**src/flsec_pkg.sv**
```systemverilog
// Constants and types for the Flash lock and security control block
// Functional notes
// - All hardware lock bits unprogrammed: no lock, external table reads see plain code.
// - Level 2 blocks external table reads, latches external access, refuses parallel programming.
// - Level 3 adds refusal of parallel verify reads.
// - Level 4 adds blocking of execution from external program memory.
// - Lock bit one means unprogrammed, zero programmed; don't-care bits ignored.
// - Delivered hardware lock bits encode level four.
// - Lock bits guard the parallel port only; software security bits guard the bootloader.
// - Parallel chip erase clears security byte and erases all Flash and extra array.
// - Delivered security byte has safe, boot-jump, boot-lock bits cleared, level four.
// - Extra array holds security byte copy, defaulting to one of two values.
// - After serial programming, boot status must be zero to boot the application.
// - Software security registers reachable by parallel, serial and service-call commands.
// - Software level 2 rejects program byte, program and erase status/vector.
// - Software level 3 also rejects status/vector reads and blank check.
// - Service calls enter at one fixed address; function chosen by registers.
// - Bootloader turns serial command frames into Flash read, write, erase.
// - Boot-lock bit cleared: software writes to the loader segment are ignored.
// - Boot address with boot-jump set is bottom of memory if boot status is zero, else the boot vector page; loader entry when cleared.
package flsec_pkg;
   localparam logic [7:0] HSB_DELIVERED = 8'h18;
   localparam int SAFE_POS = 7;
   localparam int JUMP_POS = 6;
   localparam int BLOCK_POS = 5;
   localparam logic [7:0] ERASED = 8'hFF;
   localparam logic [7:0] BSB_DEFAULT = 8'hFF;
   localparam logic [7:0] SBV_DEFAULT = 8'hFC;
   localparam logic [7:0] SSB_DEFAULT = 8'hFF;
   localparam logic [7:0] BSB_APP = 8'h00;
   localparam logic [7:0] VEC_LOW = 8'h00;
   localparam logic [15:0] BOOT_APP = 16'h0000;
   localparam logic [15:0] BOOT_LOADER = 16'hFC03;
   localparam logic [15:0] LOADER_BASE = 16'hFC00;
   localparam logic [15:0] SVC_ENTRY = 16'hFFF0;
   // Extra array register indices
   localparam logic [2:0] X_BSB = 3'h0;
   localparam logic [2:0] X_SBV = 3'h1;
   localparam logic [2:0] X_HSB = 3'h2;
   localparam logic [2:0] X_SSB = 3'h3;
   localparam logic [2:0] X_MAKER = 3'h4;
   localparam logic [2:0] X_FAMILY = 3'h5;
   localparam logic [2:0] X_SIZE = 3'h6;
   localparam logic [2:0] X_NAME = 3'h7;
   localparam logic [2:0] LVL1 = 3'h1;
   localparam logic [2:0] LVL2 = 3'h2;
   localparam logic [2:0] LVL3 = 3'h3;
   localparam logic [2:0] LVL4 = 3'h4;
   typedef enum logic [2:0] {
      PP_ERASE = 3'h0, PP_WR_HSB = 3'h1, PP_RD_HSB = 3'h2, PP_PROG = 3'h3,
      PP_VERIFY = 3'h4, PP_WR_XAF = 3'h5, PP_RD_XAF = 3'h6, PP_NOP = 3'h7
   } flsec_pp_cmd_t;
   typedef enum logic [2:0] {
      SW_PROG_BYTE = 3'h0, SW_PROG_SV = 3'h1, SW_ERASE_SV = 3'h2, SW_READ_SV = 3'h3,
      SW_BLANK = 3'h4, SW_READ_BYTE = 3'h5, SW_ERASE_PAGE = 3'h6, SW_WR_SEC = 3'h7
   } flsec_sw_cmd_t;
   typedef enum logic [1:0] {
      FOP_NONE = 2'h0, FOP_READ = 2'h1, FOP_WRITE = 2'h2, FOP_ERASE = 2'h3
   } flsec_fop_t;
   typedef enum logic [1:0] {
      ST_CAPTURE = 2'b01, ST_RUN = 2'b10
   } flsec_state_t;
endpackage : flsec_pkg

```
**src/flsec_ctrl.sv**
```systemverilog
// Flash lock and security control: parallel, serial bootloader and service-call paths
`timescale 1ns/1ps
module flsec_ctrl #(
   parameter logic [7:0] HSB_COPY_DEFAULT = 8'h18,
   parameter logic [7:0] MAKER_CODE = 8'h01, // Arbitrary value
   parameter logic [7:0] FAMILY_CODE = 8'h02, // Arbitrary value
   parameter logic [7:0] SIZE_CODE = 8'h03, // Arbitrary value
   parameter logic [7:0] NAME_CODE = 8'h04 // Arbitrary value
) (
   // Clock and reset
   input wire logic mclk_in,
   input wire logic rstn_in,
   // Core side
   input wire logic external_access_pin_in,
   output logic ea_latched_out,
   output logic [15:0] boot_addr_out,
   output logic ext_table_read_block_out,
   output logic ext_exec_block_out,
   output logic [2:0] hw_level_out,
   output logic [1:0] sw_level_out,
   // Parallel programmer
   input wire logic pp_valid_in,
   input wire logic [2:0] pp_cmd_in,
   input wire logic [2:0] pp_index_in,
   input wire logic [7:0] pp_data_in,
   output logic pp_ack_out,
   output logic pp_refused_out,
   output logic [7:0] pp_rdata_out,
   output logic chip_erase_out,
   // Serial bootloader and service calls
   input wire logic sw_valid_in,
   input wire logic sw_from_call_in,
   input wire logic [15:0] sw_entry_pc_in,
   input wire logic [2:0] sw_cmd_in,
   input wire logic [15:0] sw_addr_in,
   input wire logic [7:0] sw_data_in,
   output logic sw_ack_out,
   output logic sw_refused_out,
   output logic [7:0] sw_rdata_out,
   // Flash array port
   input wire logic [7:0] flash_rdata_in,
   output logic [1:0] flash_op_out,
   output logic [15:0] flash_addr_out,
   output logic [7:0] flash_wdata_out
);
   typedef struct packed {
      flsec_pkg::flsec_state_t st;
      logic [7:0] hardware_security_copy;
      logic [7:0] boot_status_byte;
      logic [7:0] software_boot_vector;
      logic [7:0] hsb_copy;
      logic [7:0] software_security_byte;
      logic ea;
      logic [15:0] boot;
      logic tbl_blk;
      logic exe_blk;
      logic [2:0] hlv;
      logic [1:0] slv;
      logic pp_ack;
      logic pp_ref;
      logic [7:0] pp_rd;
      logic erase;
      logic sw_ack;
      logic sw_ref;
      logic [7:0] sw_rd;
      logic [1:0] fop;
      logic [15:0] fadr;
      logic [7:0] fdat;
   } flsec_s_t;

   flsec_s_t s_reg;
   flsec_s_t s_next;

   // Highest programmed lock bit wins; a zero bit is programmed
   function automatic logic [2:0] flsec_hw_level(input logic [2:0] lb);
      if (!lb[2]) flsec_hw_level = flsec_pkg::LVL4;
      else if (!lb[1]) flsec_hw_level = flsec_pkg::LVL3;
      else if (!lb[0]) flsec_hw_level = flsec_pkg::LVL2;
      else flsec_hw_level = flsec_pkg::LVL1;
   endfunction : flsec_hw_level

   function automatic logic [1:0] flsec_sw_level(input logic [7:0] software_security_byte);
      if (!software_security_byte[1]) flsec_sw_level = 2'd3;
      else if (!software_security_byte[0]) flsec_sw_level = 2'd2;
      else flsec_sw_level = 2'd1;
   endfunction : flsec_sw_level

   function automatic logic [7:0] flsec_xaf_rd(input logic [2:0] idx, input flsec_s_t s);
      case (idx)
         flsec_pkg::X_BSB: flsec_xaf_rd = s.boot_status_byte;
         flsec_pkg::X_SBV: flsec_xaf_rd = s.software_boot_vector;
         flsec_pkg::X_HSB: flsec_xaf_rd = s.hsb_copy;
         flsec_pkg::X_SSB: flsec_xaf_rd = s.software_security_byte;
         flsec_pkg::X_MAKER: flsec_xaf_rd = MAKER_CODE;
         flsec_pkg::X_FAMILY: flsec_xaf_rd = FAMILY_CODE;
         flsec_pkg::X_SIZE: flsec_xaf_rd = SIZE_CODE;
         default: flsec_xaf_rd = NAME_CODE;
      endcase
   endfunction : flsec_xaf_rd

   logic [2:0] hlv;
   logic [1:0] slv;
   logic in_system_serial_programming;
   assign hlv = flsec_hw_level(s_reg.hardware_security_copy[2:0]);
   assign slv = flsec_sw_level(s_reg.software_security_byte);
   assign in_system_serial_programming = !sw_from_call_in;

   always_comb begin
      s_next = s_reg;
      s_next.pp_ack = 1'b0;
      s_next.pp_ref = 1'b0;
      s_next.erase = 1'b0;
      s_next.sw_ack = 1'b0;
      s_next.sw_ref = 1'b0;
      s_next.fop = flsec_pkg::FOP_NONE;
      // External access caught on the first edge after reset release
      case (s_reg.st)
         flsec_pkg::ST_CAPTURE: begin
            s_next.ea = external_access_pin_in;
            s_next.st = flsec_pkg::ST_RUN;
         end
         flsec_pkg::ST_RUN: begin
            if (hlv == flsec_pkg::LVL1) begin
               s_next.ea = external_access_pin_in;
            end
         end
         default: s_next.st = flsec_pkg::ST_RUN;
      endcase
      // Parallel port: only hardware lock bits apply here
      if (pp_valid_in) begin
         s_next.pp_ack = 1'b1;
         case (pp_cmd_in)
            flsec_pkg::PP_ERASE: begin
               s_next.erase = 1'b1;
               s_next.hardware_security_copy = flsec_pkg::ERASED;
               s_next.boot_status_byte = flsec_pkg::ERASED;
               s_next.software_boot_vector = flsec_pkg::ERASED;
               s_next.hsb_copy = flsec_pkg::ERASED;
               s_next.software_security_byte = flsec_pkg::ERASED;
               s_next.fop = flsec_pkg::FOP_ERASE;
            end
            flsec_pkg::PP_WR_HSB: begin
               // Bits may only be programmed, so the level can only rise
               s_next.hardware_security_copy = s_reg.hardware_security_copy & pp_data_in;
               s_next.hsb_copy = s_reg.hardware_security_copy & pp_data_in;
            end
            flsec_pkg::PP_RD_HSB: s_next.pp_rd = s_reg.hardware_security_copy;
            flsec_pkg::PP_PROG, flsec_pkg::PP_WR_XAF: begin
               if (hlv >= flsec_pkg::LVL2) begin
                  s_next.pp_ref = 1'b1;
               end else if (pp_cmd_in == flsec_pkg::PP_PROG) begin
                  s_next.fop = flsec_pkg::FOP_WRITE;
                  s_next.fadr = {13'h0000, pp_index_in};
                  s_next.fdat = pp_data_in;
               end else begin
                  case (pp_index_in)
                     flsec_pkg::X_BSB: s_next.boot_status_byte = pp_data_in;
                     flsec_pkg::X_SBV: s_next.software_boot_vector = pp_data_in;
                     flsec_pkg::X_HSB: s_next.hsb_copy = pp_data_in;
                     flsec_pkg::X_SSB: s_next.software_security_byte = s_reg.software_security_byte & pp_data_in;
                     default: s_next.pp_ref = 1'b1;
                  endcase
               end
            end
            flsec_pkg::PP_VERIFY: begin
               if (hlv >= flsec_pkg::LVL3) begin
                  s_next.pp_ref = 1'b1;
                  s_next.pp_rd = flsec_pkg::ERASED;
               end else begin
                  s_next.fop = flsec_pkg::FOP_READ;
                  s_next.pp_rd = flash_rdata_in;
               end
            end
            flsec_pkg::PP_RD_XAF: s_next.pp_rd = flsec_xaf_rd(pp_index_in, s_reg);
            default: s_next.pp_ack = 1'b0;
         endcase
      end else if (sw_valid_in) begin
         // Software path: serial bootloader frames and service calls
         s_next.sw_ack = 1'b1;
         s_next.fadr = sw_addr_in;
         s_next.fdat = sw_data_in;
         if (sw_from_call_in && sw_entry_pc_in != flsec_pkg::SVC_ENTRY) begin
            s_next.sw_ref = 1'b1;
         end else begin
            case (sw_cmd_in)
               flsec_pkg::SW_PROG_BYTE: begin
                  if (in_system_serial_programming && slv >= 2'd2) s_next.sw_ref = 1'b1;
                  else if (!s_reg.hardware_security_copy[flsec_pkg::BLOCK_POS] && sw_addr_in >= flsec_pkg::LOADER_BASE)
                     s_next.sw_ref = 1'b1;
                  else s_next.fop = flsec_pkg::FOP_WRITE;
               end
               flsec_pkg::SW_PROG_SV: begin
                  if (in_system_serial_programming && slv >= 2'd2) s_next.sw_ref = 1'b1;
                  else if (sw_addr_in[0]) s_next.software_boot_vector = sw_data_in;
                  else s_next.boot_status_byte = sw_data_in;
               end
               flsec_pkg::SW_ERASE_SV: begin
                  if (in_system_serial_programming && slv >= 2'd2) s_next.sw_ref = 1'b1;
                  else begin
                     s_next.boot_status_byte = flsec_pkg::ERASED;
                     s_next.software_boot_vector = flsec_pkg::ERASED;
                  end
               end
               flsec_pkg::SW_READ_SV: begin
                  if (in_system_serial_programming && slv == 2'd3) s_next.sw_ref = 1'b1;
                  else s_next.sw_rd = sw_addr_in[0] ? s_reg.software_boot_vector : s_reg.boot_status_byte;
               end
               flsec_pkg::SW_BLANK: begin
                  if (in_system_serial_programming && slv == 2'd3) s_next.sw_ref = 1'b1;
                  else begin
                     s_next.fop = flsec_pkg::FOP_READ;
                     s_next.sw_rd = flash_rdata_in;
                  end
               end
               flsec_pkg::SW_READ_BYTE: begin
                  s_next.fop = flsec_pkg::FOP_READ;
                  s_next.sw_rd = flash_rdata_in;
               end
               flsec_pkg::SW_ERASE_PAGE: begin
                  if (!s_reg.hardware_security_copy[flsec_pkg::BLOCK_POS] && sw_addr_in >= flsec_pkg::LOADER_BASE)
                     s_next.sw_ref = 1'b1;
                  else s_next.fop = flsec_pkg::FOP_ERASE;
               end
               default: s_next.software_security_byte = s_reg.software_security_byte & sw_data_in;
            endcase
         end
      end
      // Decoded protection, registered so outputs come from flops
      s_next.hlv = flsec_hw_level(s_next.hardware_security_copy[2:0]);
      s_next.slv = flsec_sw_level(s_next.software_security_byte);
      s_next.tbl_blk = (s_next.hlv >= flsec_pkg::LVL2);
      s_next.exe_blk = (s_next.hlv == flsec_pkg::LVL4);
      if (!s_next.hardware_security_copy[flsec_pkg::JUMP_POS]) begin
         s_next.boot = flsec_pkg::BOOT_LOADER;
      end else if (s_next.boot_status_byte == flsec_pkg::BSB_APP) begin
         s_next.boot = flsec_pkg::BOOT_APP;
      end else begin
         s_next.boot = {s_next.software_boot_vector, flsec_pkg::VEC_LOW};
      end
   end

   always_ff @(posedge mclk_in) begin
      if (!rstn_in) begin
         s_reg <= '0;
         s_reg.st <= flsec_pkg::ST_CAPTURE;
         s_reg.hardware_security_copy <= flsec_pkg::HSB_DELIVERED;
         s_reg.boot_status_byte <= flsec_pkg::BSB_DEFAULT;
         s_reg.software_boot_vector <= flsec_pkg::SBV_DEFAULT;
         s_reg.hsb_copy <= HSB_COPY_DEFAULT;
         s_reg.software_security_byte <= flsec_pkg::SSB_DEFAULT;
         s_reg.hlv <= flsec_pkg::LVL4;
         s_reg.slv <= 2'd1;
         s_reg.tbl_blk <= 1'b1;
         s_reg.exe_blk <= 1'b1;
         s_reg.boot <= flsec_pkg::BOOT_LOADER;
      end else begin
         s_reg <= s_next;
      end
   end

   assign ea_latched_out = s_reg.ea;
   assign boot_addr_out = s_reg.boot;
   assign ext_table_read_block_out = s_reg.tbl_blk;
   assign ext_exec_block_out = s_reg.exe_blk;
   assign hw_level_out = s_reg.hlv;
   assign sw_level_out = s_reg.slv;
   assign pp_ack_out = s_reg.pp_ack;
   assign pp_refused_out = s_reg.pp_ref;
   assign pp_rdata_out = s_reg.pp_rd;
   assign chip_erase_out = s_reg.erase;
   assign sw_ack_out = s_reg.sw_ack;
   assign sw_refused_out = s_reg.sw_ref;
   assign sw_rdata_out = s_reg.sw_rd;
   assign flash_op_out = s_reg.fop;
   assign flash_addr_out = s_reg.fadr;
   assign flash_wdata_out = s_reg.fdat;

   AST_PP_PROG_LOCKED: assert property (@(posedge mclk_in) disable iff (!rstn_in)
      pp_valid_in && pp_cmd_in == flsec_pkg::PP_PROG && hlv >= flsec_pkg::LVL2 |=> pp_refused_out)
      else $error("parallel program not refused");
   AST_PP_VERIFY_LOCKED: assert property (@(posedge mclk_in) disable iff (!rstn_in)
      pp_valid_in && pp_cmd_in == flsec_pkg::PP_VERIFY && hlv >= flsec_pkg::LVL3 |=> pp_refused_out)
      else $error("parallel verify not refused");
   AST_EXEC_BLOCK: assert property (@(posedge mclk_in) disable iff (!rstn_in)
      ext_exec_block_out == (hw_level_out == flsec_pkg::LVL4))
      else $error("execution block disagrees with level");
   AST_NO_LOCK: assert property (@(posedge mclk_in) disable iff (!rstn_in)
      hw_level_out == flsec_pkg::LVL1 |-> !ext_table_read_block_out)
      else $error("table read blocked without lock");
   AST_ERASE_CLEARS: assert property (@(posedge mclk_in) disable iff (!rstn_in)
      pp_valid_in && pp_cmd_in == flsec_pkg::PP_ERASE |=> chip_erase_out ##1 hw_level_out == flsec_pkg::LVL1)
      else $error("chip erase did not clear lock");
   AST_LEVEL_MONO: assert property (@(posedge mclk_in) disable iff (!rstn_in)
      !(pp_valid_in && pp_cmd_in == flsec_pkg::PP_ERASE) |=> hlv >= $past(hlv))
      else $error("lock level dropped without erase");
   AST_SW_L2: assert property (@(posedge mclk_in) disable iff (!rstn_in)
      sw_valid_in && !pp_valid_in && in_system_serial_programming && slv >= 2'd2 && sw_cmd_in == flsec_pkg::SW_PROG_SV |=> sw_refused_out)
      else $error("status program not rejected");
   AST_SW_L3: assert property (@(posedge mclk_in) disable iff (!rstn_in)
      sw_valid_in && !pp_valid_in && in_system_serial_programming && slv == 2'd3 && sw_cmd_in == flsec_pkg::SW_BLANK |=> sw_refused_out)
      else $error("blank check not rejected");
   AST_LOADER_GUARD: assert property (@(posedge mclk_in) disable iff (!rstn_in)
      sw_valid_in && !pp_valid_in && !s_reg.hardware_security_copy[flsec_pkg::BLOCK_POS] && sw_addr_in >= flsec_pkg::LOADER_BASE
      && sw_cmd_in == flsec_pkg::SW_PROG_BYTE |=> flash_op_out != flsec_pkg::FOP_WRITE)
      else $error("loader segment write let through");
   AST_BOOT_LOADER: assert property (@(posedge mclk_in) disable iff (!rstn_in)
      !s_reg.hardware_security_copy[flsec_pkg::JUMP_POS] |-> ##1 boot_addr_out == flsec_pkg::BOOT_LOADER || $past(pp_valid_in))
      else $error("boot address not loader entry");
endmodule : flsec_ctrl

```
**config.mk**
```make
export PLATFORM = sky130hd
export DESIGN_NAME = flsec_ctrl
export DESIGN_NICKNAME = d
export VERILOG_FILES = /design/src/flsec_pkg.sv /design/src/flsec_ctrl.sv
export SDC_FILE = /design/constraint.sdc
export NUM_CORES = 1
export LEC_CHECK = 0
export ABC_AREA = 1
export BUFFER_PORTS_ARGS = -buffer_cell sky130_fd_sc_hd__buf_2
export CORE_MARGIN = 2
export CORE_UTILIZATION = 30
export DETAILED_ROUTE_END_ITERATION = 16
export SLEW_MARGIN = 5
export SYNTH_ARGS = -nofsm -noshare
export SYNTH_HDL_FRONTEND = slang
export SYNTH_SLANG_ARGS = --single-unit
```
**constraint.sdc**
```tcl
create_clock -name mclk_in -period 3.05 [get_ports mclk_in]
set_clock_uncertainty 0.2 [all_clocks]
set_input_delay 0.305 -clock mclk_in [delete_from_list [all_inputs] [get_ports mclk_in]]
set_output_delay 0.305 -clock mclk_in [all_outputs]
set_load 0.005 [all_outputs]
```
* Yosys cells after proc, flatten, opt, wreduce, memory -nomap -nowiden
Index checks and enable logic that the tools add are counted.
** Storage, ports and cells
- Output and inout bits :: 71
- Word-level logic and storage cells :: 181
- Register bits after elaboration :: 113
- Bits of input ports :: 71
** Cells by class
- Mux-type cells :: 68
- Reductions and logical operators :: 35
- Order comparisons :: 5
- Equality and inequality tests :: 39
- Bitwise gates (word level) :: 8
** Operators by type and width (number)
- two-way mux 8 bit :: 13
- two-way mux 16 bit :: 6
- two-way mux 26 bit :: 3
- one-hot mux 8 bit (3 select lines) :: 3
- two-way mux 32 bit :: 2
- one-hot mux 16 bit (2 select lines) :: 2
- one-hot mux 8 bit (7 select lines) :: 1
- two-way mux 36 bit :: 1
- one-hot mux 8 bit (2 select lines) :: 2
- == test 3 bit (second input constant) :: 10
- AND 8 bit :: 3
- two-way mux 24 bit :: 1
- two-way mux 2 bit :: 11
- two-way mux 10 bit :: 2
- == test 3 x 2 -> 1 bit (second input constant) :: 6
- greater-or-equal comparator 16 bit (second input constant) :: 1
- != test 16 bit (second input constant) :: 1
- != test 2 bit (second input constant) :: 8
- OR reduction 7 bit :: 2
- two-way mux 1 bit :: 13
- == test 3 x 1 -> 1 bit (second input constant) :: 4
- AND reduction 2 bit :: 6
- greater-or-equal comparator 3 x 2 -> 1 bit (second input constant) :: 3
- logical NOT 3 bit :: 3
- 25 further kinds :: 48

* Logic depth before layout (Yosys ltp)
- Word-level depth :: 11
- Depth in mapped cells :: 16
- Gate-level depth less buffers :: 16

* Worst setup path before layout
No wires, ideal clock.
- Kind :: input-to-reg
- Start :: input sw_cmd_in[0]
- End :: register s_reg, in the netlist boot_addr_out[9]
- Arrival :: 1.689 ns
- Data required time :: 2.729 ns
- Library setup time :: 0.121 ns
- Cell stages on the path :: 14
- Buffers on the path :: 1
- Setup slack :: 1.040 ns
- Path through :: buf_2 > nor3_4 > inv_2 > nand2_4 > a21boi_2 > nand3_1 > nand3_1 > nand2_1 > inv_1 > nand2_1 > nor2_2 > nand2_2 > nand2_1 > nor2_1
** On the way
- Word-level cells in the longest chain between the ends :: 7
- Elaborated cells on any way between the ends :: 8
- Classes of those cells :: 2 x eq/ne; 4 x mux; 2 x reduce/logical
** Ends and longest elaborated chain
- start, declared :: line flsec_ctrl.sv:34 : input wire logic [2:0] sw_cmd_in,
- == test 3 x 2 -> 1 bit or == test 3 x 1 -> 1 bit (tied branches) :: line flsec_ctrl.sv:185 : case (sw_cmd_in)
- one-hot mux 16 bit (2 select lines) * :: line flsec_ctrl.sv:185
- two-way mux 16 bit * :: line flsec_ctrl.sv:182 : if (sw_from_call_in && sw_entry_pc_in != flsec_pkg::SVC_ENTRY) begin
- two-way mux 16 bit * :: line flsec_ctrl.sv:177 : end else if (sw_valid_in) begin
- two-way mux 16 bit * :: line flsec_ctrl.sv:130 : if (pp_valid_in) begin
- logical NOT 8 bit :: line flsec_ctrl.sv:235 : end else if (s_next.boot_status_byte == flsec_pkg::BSB_APP) begin
- OR reduction 3 bit (no source line)
- end signal, assigned :: line flsec_ctrl.sv:257 : s_reg <= s_next;
- end, declared :: line flsec_ctrl.sv:71 : flsec_s_t s_reg;
Mark *: on every way between the ends. The rest lies on a longest branch, timed or not.
A chain may end at the register's enable or synchronous reset.

* Worst setup path in the final report
- Start :: register s_reg[105] (netlist name)
- End :: register s_reg, in the netlist flash_addr_out[2]
** On the way
- Word-level cells in the longest chain between the ends :: 4
** Ends and longest elaborated chain
- two-way mux 3 bit :: line flsec_ctrl.sv:76 : if (!lb[2]) flsec_hw_level = flsec_pkg::LVL4;
- greater-or-equal comparator 3 x 2 -> 1 bit :: line flsec_ctrl.sv:149 : if (hlv >= flsec_pkg::LVL2) begin
- != test 2 bit (no source line)
- AND reduction 4 bit (no source line)
Every way passes these cells.

==> results.tsv <==
stage	metric	value	unit
logic_synthesis	synth_top_area_share	34.2	%
logic_synthesis	synth-main-ff-cell	dfxtp_1	
grt	grt_pass1_vias	5988	
setup_path	cpPeakStageDelay	0.40	ns
timing	tightest_slew	0.783	ns
cts	clk_latency	0.36	ns
power	power_density	441	nW/um^2
detailed_routing	routed_wl	22.3	mm
finish	final_common_cell	nand2_1	
cts	cts-htree-levels	3	
grt	antenna_found_initial	0	
floorplanning	die_x	148	um
placement	port_buffers	135	
logic_synthesis	ys_seq_area_share	34.2	%
detailed_routing	drtIter0Drc	754	
grt	grt_max_degree	42	
timing	period_share	81.7	%
floorplanning	io_pins	142	
timing	slew_viol_final	0	
timing	fin_crit	2.49	ns
placement	globalplace.congestion	0.946	
finish	drive_above_1_share	19.8	%
power	vdd_drop_max	292	uV
floorplanning	initial_core_util	30.6	%
finish	antenna_cells	0	
logic_synthesis	synth_cells	917	
grt	grtUsageTotal	20.0	%
timing	fin_ws	0.557	ns
logic_synthesis	yosys_warnings	0	
floorplanning	core.rowCount	52	
timing	setup_tns	0	ns
floorplanning	core_area	20300	um^2
placement	pre_cts_ws	0.391	ns
cts	tritoncts	yes	
detailed_routing	ant_nets	0	
placement	hpwl	17.2	mm
timing	setup_violations	0	
timing	slew_headroom	47.8	%
cts	ctsHoldBuffers	14	
setup_path	crit_fanout	24	
cts	numCtsBuffers	9	
outcome	status	complete, no violations	
timing	rsz0062_at_grt	false	
logic_synthesis	netlist_area	6210	um^2
timing	finalHoldViolCount	0	
logic_synthesis	synth.area.top_cells	dfxtp_1, nand2_1, buf_4	
logic_synthesis	ys_types	43	
logic_synthesis	yosys_register_bits	106	
setup_path	cp-end-kind	register	
cts	cts_resized	0	
power	p_leak	3.43	nW
cts	clk_path_buf_depth	2	
cts	cts.sinks	106	
cts	cts_root_buffer	clkbuf_16	
floorplanning	die-area	21900	um^2
logic_synthesis	synthArstFlopShare	0	%
finish	num-fill-cells	2210	
setup_path	cp-start-kind	register	
finish	area_growth	15.6	%
setup_path	path_common_cell	nand2_1	
cts	cts_setup_buffers	0	
logic_synthesis	avgSynthCellArea	6.77	um^2
timing	fmax	401	MHz
floorplanning	fp.dieH	148	um
grt	grt_pass1_wl	34.0	mm
setup_path	arrival	2.54	ns
grt	grt-ovfl-total	0	
detailed_routing	wl_per_cell	17.4	um
cts	clk_pin_slew	0.07	ns
detailed_routing	viasPerCell	5.12	
placement	placed_area	6770	um^2
setup_path	critPathTopFamily	simple AND/OR/NAND/NOR gates	
finish	layout_common_cells	nand2_1, buf_2, inv_1	
finish	largest_reg_flops	42	
setup_path	critPathKind	register to register	
detailed_routing	num_vias	6562	
flow_run	maxCapViolations	0	
detailed_routing	drc_errors	0	
setup_path	required	3.10	ns
setup_path	critPathBufInv	2	
power	power	3.16	mW
setup_path	crit_path_cell_trace	nand2_1 > nor2_2 > inv_1 > nor2_1 > nand2_1 > nand2_1 > inv_1 > a221oi_1 > nor2_1	
worst_hold_path	hp-class	primary input to register	
setup_path	slowest_stage	dfxtp_1	
finish	nNetsFinal	1078	
detailed_routing	first_pass_iters	5	
logic_synthesis	yosys.area.top_type	dfxtp_1	
finish	finalInstanceArea	7180	um^2
logic_synthesis	synth_enable_flop_cells	0	
[Yosys cell counts, types with 5 or more instances]
library cell,n
buf_2,9
o221ai_1,8
buf_4,65
dfxtp_1,106
a21oi_1,67
clkbuf_1,18
inv_2,8
nor3_1,17
a32o_1,8
o22ai_1,14
nor2_2,7
inv_1,126
nor2_1,76
a221oi_1,5
o211ai_1,20
nand3_1,36
nand4_1,18
o21ai_0,78
nand2_1,178
o2111ai_1,11
o31ai_1,6
[cell families after synthesis]
kind of cell    count (synthesis)  synth area share [%]
other cells                     1                0.0604
flops                         106                  34.2
compound gates                234                  22.9
buf+inv                       229                  18.1
simple gates                  347                  24.7
[metrics by stage]
| stage | hold WS [ns] | util [%] | cells |
|---|---|---|---|
| 2_1_floorplan | 0.195 | - | 922 |
| 3_3_place_gp | 0.233 | 33.3 | 1252 |
| 3_5_place_dp | 0.237 | 33.3 | 1252 |
| 4_1_cts | 0.0179 | 35.4 | 1282 |
| 5_1_grt | 0.0503 | 35.4 | 1282 |
| 6_report | 0.0212 | 35.4 | 1282 |
[worst paths after layout]
| path | startpoint | to | depth (start not counted) | slack, ns |
|---|---|---|---|---|
| setup / recovery | s_reg[105] | flash_addr_out[2] | 9 | 0.56 |
| hold / removal | external_access_pin_in | ea_latched_out | 3 | 0.02 |
| setup reg to reg | s_reg[105] | flash_addr_out[2] | 9 | 0.56 |
| hold reg to reg | ea_latched_out | ea_latched_out | 2 | 0.25 |
[report_power, final]
group / leakage (nW) / switching (mW) / total [mW] / internal, mW
combinational: 2.43 / 0.374 / 0.573 / 0.199
clock: 0.131 / 0.550 / 1.10 / 0.551
sequential: 0.868 / 0.0399 / 1.49 / 1.45
[metal layers]
metal	GRT usage (%)	share of wire, %
met5	0	0
met4	6.57	2.6
met3	3.70	8.7
met2	28.8	41
met1	29.9	48
[cell type report]
type                            count  area (um^2)  share of cell area [%]
Clock buffer                        9          225                    3.14
Inverter                          135          507                    7.06
Multi-Input combinational cell    587         2980                    41.6
Clock inverter                      7         43.8                   0.610
Sequential cell                   106         2120                    29.6
Timing Repair Buffer              168          958                    13.4
Tap cell                          270          338                    4.71
[worst register-to-register path: stages, from the launching register on]
cell and delay, ns:
dfxtp_1 0.40, nand2_1 0.23, nor2_2 0.22, inv_1 0.11, nor2_1 0.25, nand2_1 0.13
nand2_1 0.08, inv_1 0.34, a221oi_1 0.37, nor2_1 0.06
Note: power is estimated with default switching activity, not from simulation.
